==> src/sdc_pkg.sv <==
// Notes on behaviour
// - rj18 internal: 64 Fs, 48 Fs at 384
// - 16-bit internal: 32 Fs, 48 Fs at 384
// - external 18-bit: at least 36 bit clocks
// - external rj16: at least 32 bit clocks
// - data valid and captured on rising edge; edge code 11 captures on falling edge
// - five-bit format register steers the port
// - format register loads variant default at reset
// - code is guard preamble then five bits
// - one code bit per word select fall
// - code 01000000 is ignored as error
// - source holds serial data high while configuring
// - no config writes once external clock mode
// - i2s framing: justify 0, i2s enable 1
// - commit only when preamble is 010
// - internal ratio: 00 gives 32, 10 gives 64
// - external edge: 10 rising, 11 falling
// - justify bit: 0 left, 1 right
// - word length bit: 0 is 18, 1 is 16
// - twos complement msb first, level picks channel
// - four pin rises in a phase: external mode
// - eight equal falls set or clear deemphasis
package sdc_pkg;
  // clocking
  localparam int CLK_NS      = 40;
  localparam int BCLK_NS     = 320;
  localparam int BCLK_DIV    = BCLK_NS / CLK_NS;
  localparam int HALF_BITS   = 32;
  // master ratio classification, in clocks per word select period
  localparam int MR_LIM_LO   = 320;
  localparam int MR_LIM_HI   = 448;
  localparam int MCNT_MAX    = 1023;
  // format register fields
  localparam int F_EDGE_HI   = 4;
  localparam int F_EDGE_LO   = 3;
  localparam int F_JUSTIFY   = 2;
  localparam int F_I2S       = 1;
  localparam int F_WLEN      = 0;
  localparam logic [4:0] FMT_RJ18  = 5'h14;
  localparam logic [4:0] FMT_I2S16 = 5'h03;
  localparam logic [4:0] FMT_RJ16  = 5'h05;
  // configuration code
  localparam logic [2:0] GUARD_CODE = 3'h2;
  localparam logic [7:0] ERROR_CODE = 8'h40;
  localparam int CFG_BITS    = 8;
  localparam int EXT_EDGES   = 4;
  localparam int DEEMPH_FALLS = 8;
  localparam int WORD_LONG   = 18;
  localparam int WORD_SHORT  = 16;
  // source register map
  localparam logic [3:0] REG_CTRL   = 4'h0;
  localparam logic [3:0] REG_CODE   = 4'h1;
  localparam logic [3:0] REG_LEFT   = 4'h2;
  localparam logic [3:0] REG_RIGHT  = 4'h3;
  localparam logic [3:0] REG_STATUS = 4'h4;
  localparam int C_RUN       = 0;
  localparam int C_EXT       = 1;
  localparam int C_DEEMPH    = 2;
  localparam int C_RJ        = 3;
  localparam int C_I2S       = 4;
  localparam int C_W16       = 5;
  localparam logic [5:0] CTRL_RESET = 6'h00;

  typedef enum logic [1:0] {SDC_MR_256, SDC_MR_384, SDC_MR_512} sdc_mratio_t;
  typedef enum logic [1:0] {SDC_IDLE, SDC_ARM, SDC_CFG} sdc_src_state_t;
endpackage : sdc_pkg

==> src/sdc_link_if.sv <==
`timescale 1ns/10ps
// three link wires, all driven by the audio source
interface sdc_link_if;
  logic serial_audio_in;
  logic word_select_clock;
  logic emphasis_or_bitclock_pin;
  modport dev (
    input serial_audio_in,
    input word_select_clock,
    input emphasis_or_bitclock_pin
  );
  modport src (
    output serial_audio_in,
    output word_select_clock,
    output emphasis_or_bitclock_pin
  );
endinterface : sdc_link_if

==> src/sdc_dac_port.sv <==
`timescale 1ns/10ps
module sdc_dac_port import sdc_pkg::*; #(
  parameter logic [4:0] DEFAULT_FORMAT = FMT_RJ18
) (
  input  wire logic        clk_i,
  input  wire logic        rst_b_i,
  sdc_link_if.dev          link,
  output logic      [17:0] left_sample_o,
  output logic      [17:0] right_sample_o,
  output logic             sample_valid_o,
  output logic             deemph_o,
  output logic             ext_mode_o,
  output logic      [4:0]  format_o,
  output logic             cfg_done_o,
  output logic             cfg_denied_o,
  output sdc_mratio_t      master_ratio_o
);
  // synchronisers: [0] first stage, [1] second, [2] previous
  logic [2:0]  ws_sy;
  logic [2:0]  bk_sy;
  logic [1:0]  sd_sy;
  logic        ws_s;
  logic        ws_p;
  logic        ws_fall;
  logic        ws_edge;
  logic        bk_s;
  logic        bk_rise;
  logic        bk_fall;
  logic        sd_s;
  // ratio detection
  logic [9:0]  mcnt;
  // external mode detection
  logic [2:0]  bkcnt;
  // de-emphasis filter
  logic [3:0]  dcnt;
  logic        dlast;
  // configuration shifter
  logic [7:0]  cshift;
  logic [7:0]  next_code;
  logic [2:0]  ccnt;
  // data path
  logic [4:0]  divcnt;
  logic [4:0]  div;
  logic        int_en;
  logic        smp_en;
  logic [17:0] shreg;
  logic [17:0] next_shreg;
  logic [17:0] held;
  logic [17:0] word;
  logic [6:0]  pcnt;
  logic [6:0]  last_pos;
  logic        rj;
  logic        i2s;
  logic        w16;

  // clocks per internal bit for this master ratio and format
  function automatic logic [4:0] int_div(input sdc_mratio_t mr,
                                         input logic [4:0] f);
    logic fast;
    fast = f[F_EDGE_HI] & ~f[F_EDGE_LO];
    unique case (mr)
      SDC_MR_384: int_div = 5'd8;                  // 48 Fs
      SDC_MR_256: int_div = fast ? 5'd4 : 5'd8;    // 64 or 32 Fs
      SDC_MR_512: int_div = fast ? 5'd8 : 5'd16;   // 64 or 32 Fs
      default:    int_div = 5'd8;
    endcase
  endfunction : int_div

  ////////////////////////////////////////////////////////////////////////////
  // pin synchronisers; only stage two and three feed logic
  always_ff @(posedge clk_i) begin
    if (!rst_b_i) begin
      ws_sy <= 3'h0;
      bk_sy <= 3'h7; // pin idles high, so no false rise after reset
      sd_sy <= 2'h0;
    end else begin
      ws_sy <= {ws_sy[1:0], link.word_select_clock};
      bk_sy <= {bk_sy[1:0], link.emphasis_or_bitclock_pin};
      sd_sy <= {sd_sy[0], link.serial_audio_in};
    end
  end

  assign ws_s    = ws_sy[1];
  assign ws_p    = ws_sy[2];
  assign ws_fall = ws_p & ~ws_s;
  assign ws_edge = ws_p ^ ws_s;
  assign bk_s    = bk_sy[1];
  assign bk_rise = bk_s & ~bk_sy[2];
  assign bk_fall = ~bk_s & bk_sy[2];
  assign sd_s    = sd_sy[1];

  ////////////////////////////////////////////////////////////////////////////
  // master ratio: clocks counted from one word select fall to the next
  always_ff @(posedge clk_i) begin
    if (!rst_b_i) begin
      mcnt           <= 10'h000;
      master_ratio_o <= SDC_MR_256;
    end else if (ws_fall) begin
      mcnt <= 10'h001;
      if (int'(mcnt) < MR_LIM_LO) master_ratio_o <= SDC_MR_256;
      else if (int'(mcnt) < MR_LIM_HI) master_ratio_o <= SDC_MR_384;
      else master_ratio_o <= SDC_MR_512;
    end else if (int'(mcnt) != MCNT_MAX) begin
      mcnt <= mcnt + 10'h001;
    end
  end

  ////////////////////////////////////////////////////////////////////////////
  // external mode: pin rises counted within one word select phase;
  // sticky until reset, which stands in for power-down
  always_ff @(posedge clk_i) begin
    if (!rst_b_i) begin
      bkcnt      <= 3'h0;
      ext_mode_o <= 1'b0;
    end else begin
      if (ws_edge) bkcnt <= 3'h0;
      else if (bk_rise && bkcnt != 3'(EXT_EDGES)) bkcnt <= bkcnt + 3'h1;
      if (!ws_edge && bk_rise && bkcnt == 3'(EXT_EDGES - 1)) begin
        ext_mode_o <= 1'b1;
      end
    end
  end

  ////////////////////////////////////////////////////////////////////////////
  // de-emphasis: pin level must agree on eight falls in a row
  always_ff @(posedge clk_i) begin
    if (!rst_b_i) begin
      dcnt     <= 4'h0;
      dlast    <= 1'b1;
      deemph_o <= 1'b0;
    end else if (ext_mode_o) begin
      deemph_o <= 1'b0; // filter not reachable with an outside bit clock
    end else if (ws_fall) begin
      dlast <= bk_s;
      if (bk_s != dlast) dcnt <= 4'h1;
      else if (dcnt != 4'(DEEMPH_FALLS)) dcnt <= dcnt + 4'h1;
      if (bk_s == dlast && dcnt == 4'(DEEMPH_FALLS - 1)) begin
        deemph_o <= ~bk_s;
      end
    end
  end

  ////////////////////////////////////////////////////////////////////////////
  // configuration: one pin sample per word select fall while data is high
  assign next_code = {cshift[6:0], bk_s};

  always_ff @(posedge clk_i) begin
    if (!rst_b_i) begin
      cshift       <= 8'h00;
      ccnt         <= 3'h0;
      format_o     <= DEFAULT_FORMAT;
      cfg_done_o   <= 1'b0;
      cfg_denied_o <= 1'b0;
    end else begin
      cfg_done_o   <= 1'b0;
      cfg_denied_o <= 1'b0;
      if (ws_fall) begin
        if (ext_mode_o || !sd_s) begin
          // a low data line breaks the sequence; external mode locks it
          ccnt <= 3'h0;
        end else begin
          cshift <= next_code;
          ccnt   <= ccnt + 3'h1;
          if (ccnt == 3'(CFG_BITS - 1)) begin
            if (next_code[7:5] == GUARD_CODE &&
                next_code != ERROR_CODE) begin
              format_o   <= next_code[4:0];
              cfg_done_o <= 1'b1;
            end else begin
              cfg_denied_o <= 1'b1;
            end
          end
        end
      end
    end
  end

  ////////////////////////////////////////////////////////////////////////////
  // capture enable: internal divider or an edge of the outside clock
  assign div    = int_div(master_ratio_o, format_o);
  assign int_en = !ext_mode_o && divcnt == div - 5'd1;
  assign smp_en = ext_mode_o ? (format_o[F_EDGE_LO] ? bk_fall : bk_rise)
                             : int_en;

  // a phase edge restarts the divider half a bit in, so every capture
  // lands mid-bit and the first one takes the bit sent with the edge
  always_ff @(posedge clk_i) begin
    if (!rst_b_i || (int_en && !ws_edge)) begin
      divcnt <= 5'h00;
    end else if (ws_edge) begin
      divcnt <= {1'b0, div[4:1]};
    end else begin
      divcnt <= divcnt + 5'h01;
    end
  end

  ////////////////////////////////////////////////////////////////////////////
  // serial word capture
  assign rj       = format_o[F_JUSTIFY];
  assign i2s      = format_o[F_I2S];
  assign w16      = format_o[F_WLEN];
  assign last_pos = (w16 ? 7'(WORD_SHORT - 1) : 7'(WORD_LONG - 1)) +
                    {6'h00, i2s};
  assign next_shreg = {shreg[16:0], sd_s};

  // right-justified words end at the phase edge, the others at a count
  always_ff @(posedge clk_i) begin
    if (!rst_b_i) begin
      shreg <= 18'h0_0000;
      held  <= 18'h0_0000;
      pcnt  <= 7'h00;
    end else if (ws_edge) begin
      pcnt <= 7'h00;
    end else if (smp_en) begin
      shreg <= next_shreg;
      if (pcnt != 7'h7f) pcnt <= pcnt + 7'h01;
      if (!rj && pcnt == last_pos) held <= next_shreg;
    end
  end

  // word in twos complement, 16-bit words padded below the lsb
  always_comb begin
    word = rj ? shreg : held;
    if (w16) word = {word[15:0], 2'h0};
  end

  // the phase that just ended names its channel; right closes the pair
  always_ff @(posedge clk_i) begin
    if (!rst_b_i) begin
      left_sample_o  <= 18'h0_0000;
      right_sample_o <= 18'h0_0000;
      sample_valid_o <= 1'b0;
    end else begin
      sample_valid_o <= 1'b0;
      if (ws_edge) begin
        if (ws_p != i2s) begin
          left_sample_o <= word;
        end else begin
          right_sample_o <= word;
          sample_valid_o <= 1'b1;
        end
      end
    end
  end
endmodule : sdc_dac_port

==> src/flat_wrapper.sv <==
// flat-port wrapper written by rule: the top's interface ports become plain ports
module sdc_dac_port_flat import sdc_pkg::*;
#(
  parameter logic [4:0] DEFAULT_FORMAT = FMT_RJ18
)
  (clk_i, rst_b_i, left_sample_o, right_sample_o, sample_valid_o, deemph_o, ext_mode_o, format_o, cfg_done_o, cfg_denied_o, master_ratio_o, link_serial_audio_in, link_word_select_clock, link_emphasis_or_bitclock_pin);
  sdc_link_if link_i ();
  input  wire logic clk_i;
  input  wire logic rst_b_i;
  output logic      [17:0] left_sample_o;
  output logic      [17:0] right_sample_o;
  output logic sample_valid_o;
  output logic deemph_o;
  output logic ext_mode_o;
  output logic      [4:0] format_o;
  output logic cfg_done_o;
  output logic cfg_denied_o;
  output sdc_mratio_t master_ratio_o;
  input wire logic [$bits(link_i.serial_audio_in)-1:0] link_serial_audio_in;
  input wire logic [$bits(link_i.word_select_clock)-1:0] link_word_select_clock;
  input wire logic [$bits(link_i.emphasis_or_bitclock_pin)-1:0] link_emphasis_or_bitclock_pin;
  assign link_i.serial_audio_in = link_serial_audio_in;
  assign link_i.word_select_clock = link_word_select_clock;
  assign link_i.emphasis_or_bitclock_pin = link_emphasis_or_bitclock_pin;
  sdc_dac_port #(.DEFAULT_FORMAT(DEFAULT_FORMAT)) u_core (.clk_i(clk_i), .rst_b_i(rst_b_i), .link(link_i), .left_sample_o(left_sample_o), .right_sample_o(right_sample_o), .sample_valid_o(sample_valid_o), .deemph_o(deemph_o), .ext_mode_o(ext_mode_o), .format_o(format_o), .cfg_done_o(cfg_done_o), .cfg_denied_o(cfg_denied_o), .master_ratio_o(master_ratio_o));
endmodule
==> config.mk <==
export PLATFORM = sky130hd
export DESIGN_NAME = sdc_dac_port_flat
export DESIGN_NICKNAME = d
export VERILOG_FILES = /design/src/sdc_pkg.sv /design/src/sdc_link_if.sv /design/src/sdc_dac_port.sv /design/src/flat_wrapper.sv
export SDC_FILE = /design/constraint.sdc
export NUM_CORES = 1
export LEC_CHECK = 0
export ABC_CLOCK_PERIOD_IN_PS = 3100
export BUFFER_PORTS_ARGS = -buffer_cell sky130_fd_sc_hd__buf_2
export CORE_MARGIN = 2
export CORE_UTILIZATION = 55
export CTS_BUF_LIST = sky130_fd_sc_hd__clkbuf_2 sky130_fd_sc_hd__clkbuf_4 sky130_fd_sc_hd__clkbuf_8
export CTS_CLUSTER_DIAMETER = 120
export CTS_CLUSTER_SIZE = 28
export DETAILED_ROUTE_END_ITERATION = 8
export PLACE_DENSITY = 0.71
export SETUP_SLACK_MARGIN = 0.15
export SYNTH_ARGS = -nofsm -noshare
export SYNTH_HDL_FRONTEND = slang
export SYNTH_SLANG_ARGS = --single-unit
==> constraint.sdc <==
create_clock -name clk_i -period 3.1 [get_ports clk_i]
set_input_delay 0.465 -clock clk_i [delete_from_list [all_inputs] [get_ports clk_i]]
set_output_delay 0.465 -clock clk_i [all_outputs]
set_load 0.05 [all_outputs]
======== Word level (Yosys, flattened, before mapping) ========
Index checks and enable logic that the tools add are counted.
word-level totals
  input bits .............................. 5
  flip-flop bits (word level) ............. 132
  logic and storage cells ................. 118
  output and inout port bits .............. 48
operators by class
  bitwise gates (word level) .............. 16
  order comparisons ....................... 2
  reductions and logical operators ........ 34
  equality and inequality tests ........... 15
  mux-type cells .......................... 19
  add/subtract/negate cells ............... 8
operator list
  kind                                                                            count
  18-bit two-way mux                                                              2
  10-bit by 9-bit less-than comparator with 1-bit output (second input constant)  2
  4-bit two-way mux                                                               4
  2-bit AND reduction                                                             8
  1-bit inverter                                                                  11
  10-bit by 1-bit adder with 10-bit output (second input constant)                1
  5-bit two-way mux                                                               2
  10-bit by 1-bit != test with 1-bit output (second input constant)               1
  5-bit one-hot mux with 2 select lines                                           1
  1-bit logical AND                                                               8
  8-bit by 7-bit != test with 1-bit output (second input constant)                1
  2-bit OR reduction                                                              4
  7-bit by 1-bit adder with 7-bit output                                          1
  7-bit by 1-bit adder with 7-bit output (second input constant)                  1
  7-bit == test                                                                   1
  1-bit two-way mux                                                               7
  7-bit != test (second input constant)                                           1
  3-bit by 1-bit adder with 3-bit output (second input constant)                  2
  3-bit by 2-bit == test with 1-bit output (second input constant)                2
  3-bit AND reduction                                                             2
  5-bit by 1-bit adder with 5-bit output (second input constant)                  1
  5-bit == test                                                                   1
  1-bit zero test                                                                 5
  5-bit by 1-bit subtractor with 5-bit output (second input constant)             1
  17 further kinds                                                                24

======== Longest topological paths before layout ========
Gate-level depths: netlist of the first run.
  depth in word-level cells ............... 10
  depth in mapped cells ................... 12
  gate-level depth less buffers ........... 10

======== Least setup slack after synthesis of the first run ========
OpenSTA, ideal clock, no wires.
  kind .................................... reg2reg
  start ................................... register u_core.format_o[3]
  end ..................................... register u_core.held[17]
  setup slack ............................. 122 ps
  arrival time ............................ 2850 ps
  stages on the path, launching flop included .. 13
  path through ............................ dfxtp_1 > nand2b_1 > xor2_1 > nor2_1 > ha_1 > xnor2_1 > nor3b_1 > o211ai_4 > a211oi_2 > buf_6 > buf_12 > mux2i_1 > nor2_1
on the way
  longest elaborated chain between the ends .. 9
  elaborated cells on any way between the ends .. 11
  those cells by class .................... 1 x add/sub; 1 x eq/ne; 5 x mux; 2 x bitwise; 2 x reduce/logical
ends and longest elaborated chain
  item                                                           line                                    RTL
  start: declaration                                             sdc_dac_port.sv:13                      output logic [4:0] format_o,
  start signal: assignment                                       sdc_dac_port.sv:167                     format_o <= next_code[4:0];
  1-bit inverter                                                 sdc_dac_port.sv:60                      fast = f[F_EDGE_HI] & ~f[F_EDGE_LO];
  1-bit bitwise AND                                              sdc_dac_port.sv:60
  4-bit two-way mux / 5-bit two-way mux (equally long branches)  sdc_dac_port.sv:63, sdc_dac_port.sv:64
  5-bit one-hot mux with 2 select lines                          sdc_dac_port.sv:61                      unique case (mr)
  5-bit by 1-bit subtractor with 5-bit output                    sdc_dac_port.sv:181                     assign int_en = !ext_mode_o && divcnt == div - 5'd1;
  5-bit == test                                                  sdc_dac_port.sv:181
  1-bit logical AND                                              sdc_dac_port.sv:181
  1-bit two-way mux *                                            sdc_dac_port.sv:182                     assign smp_en = ext_mode_o ? (format_o[F_EDGE_LO] ? bk_fall : bk_rise)
  3-bit AND reduction (no line) *                                --
  end signal: assignment                                         sdc_dac_port.sv:217                     if (!rj && pcnt == last_pos) held <= next_shreg;
  end: declaration                                               sdc_dac_port.sv:48                      logic [17:0] held;
Mark *: on every way between the ends. The rest lies on a longest branch, timed or not.
A chain may end at the register's enable or synchronous reset.

======== Worst setup path after layout of the first run ========
  start ................................... register u_core.format_o[4]
  end ..................................... register u_core.held[16]
on the way
  longest elaborated chain between the ends .. 8
  elaborated cells on any way between the ends .. 9
  those cells by class .................... 1 x add/sub; 1 x eq/ne; 4 x mux; 1 x bitwise; 2 x reduce/logical
ends and longest elaborated chain
  item                                                           line
  1-bit bitwise AND *                                            sdc_dac_port.sv:60
  4-bit two-way mux / 5-bit two-way mux (equally long branches)  sdc_dac_port.sv:63, sdc_dac_port.sv:64
  5-bit one-hot mux with 2 select lines *                        sdc_dac_port.sv:61
  5-bit by 1-bit subtractor with 5-bit output *                  sdc_dac_port.sv:181
  5-bit == test *                                                sdc_dac_port.sv:181
  1-bit logical AND *                                            sdc_dac_port.sv:181
  1-bit two-way mux *                                            sdc_dac_port.sv:182
  3-bit AND reduction (no line) *                                --
Marked as above.

==> metrics.txt, run 1 <==
status completed; final worst slack 0.3571 ns; Syn. warnings 0; Routed WL 11210 um; Final setup viols 0; post-synth top area share 46.69%; Initial DRT Pass Iterations 5; final hold violation count 0; Setup crit end kind flip-flop; number of synthesized register bits 132; Final Slew Violations 0; commonest non-fill, non-tap cell in the layout dfxtp_1; I/O pin total 53; setup slack at placement 0.3775 ns; power per cell area 522.2 nW/um^2; CTS sink cnt 132; post-synth net total 605; Top FF cell, synth dfxtp_1; die area 11120 sq um; Area Growth Syn to Fin 13.07%; Inserted Diodes 0; TritonCTS clock tree done; Finished Core Util 63.11%; RSZ-0062 raised after global routing no; Slew HR 27.25%; Netlist cell types 51; measured slew at the worst slew-check pin 1.090 ns; Simple-Gate Fraction of Synth Area 17.51%; Synth Area in XOR/XNOR 3.692%; Setup Buffers After CTS 0; Vias/cell 5.344; main combinational cell family by area after synthesis simple AND/OR/NAND/NOR gates; final net count 654; Critical Path RT 3.39 ns; Final GP Congestion 0.8048; clock tree buffer depth 2; post-CTS sizing 0; syn avg cell area 9.641 sq um; post-synth top area cell dfxtp_1; core area 10140 sq um; # rows 37; maximum capacitance violations 0; number of synthesized flops with an enable pin 0; Worst Skew 0.01280 ns; DP Wirelength 7512 um; H-tree Lvls 4; GRT Util Overall 21.50%; commonest non-fill, non-tap cells in the layout dfxtp_1, nor2_1, nand2_1; fin crit period 2.743 ns; post-synthesis instance area 5659 sq um; total congestion overflow 0; share of cells above drive strength 1 18.21%; Crit Path Class flip-flop to flip-flop; Die W 105.4 um; synth top area cells dfxtp_1, mux2i_1, nor2_1; Post-CTS Hold Fix Bufs 0; Worst VDD drop 0.0002411 V; Die Ht 105.4 um; Peak Freq 364.6 MHz; leakage 2.648 nW; critical path fanouts, max 18; mux share of post-synthesis cell area 17.09%; post-synthesis cell count 587; Startpoint Class flip-flop; CTS buffer count 17; initial antenna violation count 0; ys async rst share 0%; worst-skew pair later-pin latency 0.44 ns; first-pass GRT wire length 19210 um; period utilization 88.48%; Residual DRC 0; vias 4190; Compound-Gate Fraction of Synth Area 7.805%; hold crit path type input port to flip-flop; design area 6399 sq um; Adder-Cell Fraction of Synth Area 2.874%; Avg WL per Cell 14.29 um; final setup TNS 0 ns; vias in the first global route 4081; sequential fraction of the synthesis area 46.69%; post-place instance area 5986 sq um; Clock Pin Slew Worst Setup and Hold Paths 0.07 ns; drt first-iter violations 142; Starting Density 55.82%; antenna-violating nets left 0; largest net degree at the start of global routing 83; I/O Buffers 52; Critical Path AT 3.03 ns; CTS root buf clkbuf_8
==> flip-flops by register name (all words and copies together), names as in the netlist, 5 cells and up <==
signal                 flops
u_core.left_sample_o      18
u_core.cshift              7
u_core.mcnt               10
u_core.format_o            5
u_core.right_sample_o     18
u_core.divcnt              5
u_core.pcnt                7
u_core.shreg              18
u_core.held               18
==> stage by stage <==
step / power (mW) / std cells / hold slack (ns)
6_report: 3.342 / 784 / 0.2095
5_1_grt: 3.464 / 784 / 0.1805
4_1_cts: 3.378 / 784 / 0.1776
3_5_place_dp: 1.884 / 753 / 0.3924
3_3_place_gp: 1.880 / 753 / 0.3932
2_1_floorplan: 1.862 / 587 / 0.3863
==> logic make-up after synthesis <==
kind of cell | Yosys count
flops | 132
mux | 79
fa+ha+maj | 13
compound gates | 71
simple gates | 223
xor+xnor | 23
buf+inv | 46
==> synth_stat cells, types with 7 or more instances <==
cell type and instances:
ha_1 13, and2_1 7, nor2_1 100, dfxtp_1 132, nand3_1 13, nand2b_1 7
xor2_1 11, nand2_1 70, o21ai_0 7, a21oi_1 38, clkbuf_1 18, a211oi_1 7
a31oi_1 7, mux2i_1 64, xnor2_1 11, inv_1 16, mux4_2 14
==> power by group <==
part	total [mW]	switching [mW]	internal, mW	leakage, nW
Clock	1.50	0.639	0.856	0.211
Combinational	0.121	0.0831	0.0382	1.37
Sequential	1.73	0.0145	1.71	1.07
==> worst max-delay path, cell delays in order, from the launching register on <==
cell and delay, ns:
dfxtp_1 0.41, nand2b_1 0.14, xor2_1 0.16, nor2_1 0.17
ha_1 0.27, xnor2_1 0.13, nor3b_1 0.33, o211ai_4 0.21
a211oi_4 0.27, buf_12 0.21, mux2i_1 0.22, nor2_1 0.06
==> area by class of cell <==
cell class | instances | area, sq um
Fill cell | 873 | 3740
Clock inverter | 10 | 130.1
Tap cell | 136 | 170.2
Multi-Input combinational cell | 409 | 2779
Sequential cell | 132 | 2644
Inverter | 16 | 60.06
Clock buffer | 21 | 282.8
Timing Repair Buffer | 60 | 332.8
==> path summary, 6_finish.rpt <==
kind,end,slack (ns),from,depth (start not counted)
worst max-delay path,u_core.held[16],0.36,u_core.format_o[4],11
worst min-delay path,u_core.bk_sy[0],0.21,link_emphasis_or_bitclock_pin,2
worst max register to register,u_core.held[16],0.36,u_core.format_o[4],11
worst min register to register,u_core.bk_sy[1],0.41,u_core.bk_sy[0],1
==> per-layer routing <==
| layer | global-route usage (%) | up-vias | part of all wire, % |
|---|---|---|---|
| met4 | 9.524 | 0 | 2.0 |
| met5 | 0 | - | 0 |
| met3 | 5.690 | 22 | 3.6 |
| met2 | 35.53 | 71 | 50 |
| met1 | 26.36 | 2002 | 45 |
| li1 | - | 2095 | - |
(Power assumes the default switching activity.)
==> run 2, diff against run 1 <==
Settings changed: ABC_CLOCK_PERIOD_IN_PS 3100 to 2900.
Clock period 3.1 ns to 2.9 ns, I/O delays scaled along.
==> run 2 against run 1 <==
Compared with the run above:
- power up 1.1%
- wire length decreased by 4.6%
- sequential power is 6% higher
- combinational power grew 12%
- clock power shrank 7%
- first-iteration DRC count increased by 11%
- clock-buffer cell count is the same
- final cell count increased by 0.26%
- critical path type unchanged
- largest cell class unchanged
==> metrics.txt, run 2 (synthesis results as in run 1) <==
GRT Util Overall 20.38%; Clock Pin Slew Worst Setup and Hold Paths 0.07 ns; reg-to-reg endpoint u_core.held[0]; leakage 2.649 nW; clock tree buffer depth 2; final net count 657; total congestion overflow 0; post-place instance area 6022 sq um; critical path fanouts, max 18; Final Power 3.380 mW; H-tree Lvls 4; antenna-violating nets left 0; hold crit path type input port to flip-flop; Worst VDD drop 0.0002368 V; vias in the first global route 3980; final hold violation count 0; Final Slew Violations 0; Startpoint Class flip-flop; launching point of the worst reg2reg path u_core.format_o[3]; Routed WL 10690 um; vias 4196; first-pass GRT wire length 18330 um; Critical Path RT 3.19 ns; Peak Freq 377.2 MHz; power per cell area 527.6 nW/um^2; crit path launch u_core.format_o[3]; # rows 37; share of cells above drive strength 1 19.08%; I/O Buffers 52; CTS root buf clkbuf_8; Area Growth Syn to Fin 13.20%; hold_ws 0.1907 ns; setup slack at placement 0.2135 ns; post-route insts no fill 786; Post-CTS Hold Fix Bufs 0; design area 6406 sq um; CTS buffer count 17; Final GP Congestion 0.8003; Critical Path AT 2.94 ns; Hold Startpoint link_emphasis_or_bitclock_pin; status completed; Final setup viols 0; TritonCTS clock tree done; CTS sink cnt 132; Inserted Diodes 0; Finished Core Util 63.19%; Vias/cell 5.338; core area 10140 sq um; final setup TNS 0 ns; maximum capacitance violations 0; drt first-iter violations 158; fin crit period 2.651 ns; DP Wirelength 7161 um; Die W 105.4 um; RSZ-0062 raised after global routing no; largest net degree at the start of global routing 95; Worst setup endpoint u_core.held[0]; R2R Setup Slk 0.25 ns; initial antenna violation count 0; measured slew at the worst slew-check pin 1.101 ns; commonest non-fill, non-tap cells in the layout dfxtp_1, nor2_1, nand2_1; Avg WL per Cell 13.60 um; FF-to-FF path depth 11; Die Ht 105.4 um; Setup crit end kind flip-flop; period utilization 91.41%; Worst Skew 0.01235 ns; commonest non-fill, non-tap cell in the layout dfxtp_1; worst-skew pair later-pin latency 0.42 ns; # placed instances 754; I/O pin total 53; Starting Density 55.82%; die area 11120 sq um; final worst slack 0.2492 ns; Crit Path Class flip-flop to flip-flop; Slew HR 26.53%; Residual DRC 0; Initial DRT Pass Iterations 4
[run 2: layout make-up]
class	count	area (sq um)
Timing Repair Buffer	63	380.4
Clock inverter	9	81.33
Inverter	16	60.06
Clock buffer	21	282.8
Tap cell	136	170.2
Fill cell	844	3732
Multi-Input combinational cell	409	2784
Sequential cell	132	2648
[run 2: what timing repair did]
item                                    CTS  global route
endpoints found under the setup margin    0            27
setup buffers                             0             2
gates resized for setup                   0             1
[run 2: how the worst min path moves through the flow]
| stage | to | depth (start not counted) |
|---|---|---|
| global placement | u_core.bk_sy[1] | 1 |
| floorplan | u_core.bk_sy[1] | 1 |
| finish | u_core.bk_sy[0] | 2 |
| detailed placement | u_core.bk_sy[1] | 1 |
| global route | u_core.bk_sy[0] | 2 |
| CTS | u_core.bk_sy[0] | 2 |
[run 2: worst max-delay path, cell delays in order, from the launching register on]
cell and delay [ns]:
dfxtp_2 0.35, nand2b_1 0.20, xor2_1 0.15, nor2_1 0.18, ha_1 0.28, xnor2_1 0.14
nor3b_2 0.26, o211ai_4 0.17, a211oi_4 0.27, buf_12 0.21, mux2i_1 0.23, nor2_1 0.06
[run 2: power by group]
| group | switching (mW) | internal [mW] | total (mW) | leakage, nW |
|---|---|---|---|---|
| sequential | 0.0156 | 1.83 | 1.84 | 1.07 |
| combinational | 0.0893 | 0.0468 | 0.136 | 1.40 |
| clock | 0.659 | 0.740 | 1.40 | 0.183 |
| total | 0.764 | 2.62 | 3.38 | 2.65 |
[run 2: layer usage]
layer	track usage [%]	share of wire [%]	wire length, um	vias to the layer above
li1	-	-	-	2100
met1	25.54	46	4886	2004
met2	33.18	49	5217	78
met3	5.318	3.9	421	14
met4	8.857	1.6	167	0
met5	0	0	0	-
==> run 3, diff against run 2 <==
Settings changed: CELL_PAD_IN_SITES_DETAIL_PLACEMENT set to 1, CELL_PAD_IN_SITES_GLOBAL_PLACEMENT set to 1, CORE_UTILIZATION 55 to 48, PLACE_DENSITY 0.71 to 0.78, SLEW_MARGIN set to 10.
==> run 3 against run 2 <==
Compared with the run above:
- critical path depth is the same
- global-route usage increased by 1.2 points
- wire length grew 20%
- non-clock buffer count is the same
- sequential share of layout area grew 0.057 points
- final cell count rose by 1.0%
- sequential power about the same
- clock-buffer cell count up 5
- cell area decreased by 0.14%
- via count increased by 2.6%
- register-to-register slack improved by 0.11 ns
- critical path type unchanged
==> metrics.txt, run 3 (synthesis results as in run 1) <==
drt first-iter violations 222; routing usage on met3 5.184%; Slew HR 30.73%; Area Growth Syn to Fin 13.04%; maximum capacitance violations 0; antenna-violating nets left 0; Hold Path End u_core.bk_sy[0]; Die Ht 112.6 um; final net count 657; crit-path most repeated cell nor2_1; Critical Path Max Stage Delay 0.39 ns; total congestion overflow 0; Finished Core Util 55.79%; vias in the first global route 4587; Critical Path AT 2.86 ns; share of cells above drive strength 1 19.35%; clock tree buffer depth 2; largest net degree at the start of global routing 47; Worst Skew 0.006640 ns; CTS sink cnt 132; post-place instance area 6026 sq um; TritonCTS clock tree done; CP bufs+invs 1; hold crit path type input port to flip-flop; Final Slew Violations 0; hold path cells 2; multi-input logic area 2791 sq um; CP cell instances nand2b_4, xor2_1, nor2_1, ha_1, xnor2_1, nor3b_2, o211ai_4, a211oi_4, buf_12, mux2i_1, nor2_1; Final setup viols 0; GRT Util Overall 21.55%; H-tree Lvls 4; Residual DRC 0; commonest non-fill, non-tap cells in the layout dfxtp_1, nor2_1, nand2_1; Peak Freq 393.1 MHz; worst-skew pair later-pin latency 0.45 ns; launching point of the worst reg2reg path u_core.format_o[3]; measured slew at the worst slew-check pin 1.038 ns; I/O Buffers 52; Critical Path RT 3.22 ns; fin crit period 2.544 ns; Die W 112.6 um; power per cell area 527.5 nW/um^2; final setup TNS 0 ns; die area 12670 sq um; Crit Path Class flip-flop to flip-flop; period utilization 87.72%; Starting Density 49.35%; leakage 2.657 nW; Routed WL 12790 um; design area 6397 sq um; Final Power 3.374 mW; gr busiest metal met2; Setup crit end kind flip-flop; # rows 39; fill cell total of the finished layout 1327; status completed; CTS root buf clkbuf_8; Hold Startpoint link_emphasis_or_bitclock_pin; commonest non-fill, non-tap cell in the layout dfxtp_1; critical path fanouts, max 18; Inserted Diodes 0; CTS buffer count 17; Final GP Congestion 0.7606; Crit path max-delay family simple AND/OR/NAND/NOR gates; reg-to-reg endpoint u_core.held[17]; Initial DRT Pass Iterations 4; final hold violation count 0; FF/Latch Area 2648 sq um; Avg WL per Cell 16.11 um; Vias/cell 5.419; first-pass GRT wire length 22150 um; RSZ-0062 raised after global routing no; GR Layer Usage met2 36.89%; Post-CTS Hold Fix Bufs 0; core area 11470 sq um; CP max-delay cell dfxtp_2; vias 4303; Worst VDD drop 0.0002933 V; Startpoint Class flip-flop; FF-to-FF path depth 11; I/O pin total 53; GR Util met1 26.19%; Clock Pin Slew Worst Setup and Hold Paths 0.07 ns; initial antenna violation count 0; DP Wirelength 8761 um; R2R Setup Slk 0.36 ns
==> run 3: changes by cell type in the layout (fill, tap and decap cells not counted), sizes merged <==
cell,previous run,this run
bufinv,1,0
clkbuf,21,26
clkinvlp,3,0
==> run 3: worst max path at each step <==
| stage | from | to | slack, ns | cells past startpoint |
|---|---|---|---|---|
| finish | u_core.format_o[3] | u_core.held[17] | 0.36 | 11 |
| global route | u_core.format_o[3] | u_core.held[17] | 0.19 | 11 |
| CTS | u_core.master_ratio_o[0] | u_core.held[17] | 0.15 | 10 |
| detailed placement | u_core.master_ratio_o[0] | u_core.held[17] | 0.16 | 10 |
| global placement | u_core.format_o[3] | u_core.held[16] | 0.31 | 11 |
| floorplan | u_core.format_o[3] | u_core.held[17] | 0.16 | 12 |
==> run 3: routing by layer <==
| layer | up-vias | routed length, um |
|---|---|---|
| met5 | - | 0 |
| met4 | 0 | 251 |
| met3 | 21 | 395 |
| met2 | 64 | 6427 |
| met1 | 2110 | 5718 |
| li1 | 2108 | - |
==> run 3: final cells by class <==
type,count,share of cell area [%]
Timing Repair Buffer,63,5.750
Sequential cell,132,41.38
Inverter,16,0.9388
Clock inverter,5,0.3912
Multi-Input combinational cell,409,43.63
Clock buffer,26,5.105
Tap cell,143,2.797
==> run 3: power by group <==
part / switching (mW) / internal [mW] / total (mW)
clock: 0.672 / 0.717 / 1.39
sequential: 0.0167 / 1.83 / 1.85
combinational: 0.0934 / 0.0454 / 0.139
total: 0.783 / 2.59 / 3.37
==> run 3: what timing repair did <==
action,CTS,global route
buffers inserted,0,1
resized for setup,0,2
setup endpoints to repair,0,28
==> run 3: stage by stage <==
stage,instances,hold WS [ns],setup slack [ns]
floorplan,587,0.3863,0.1553
global placement,762,0.3971,0.3064
detailed placement,762,0.3940,0.1602
CTS,793,0.1414,0.1525
global route,794,0.1529,0.1937
finish,794,0.1670,0.3562
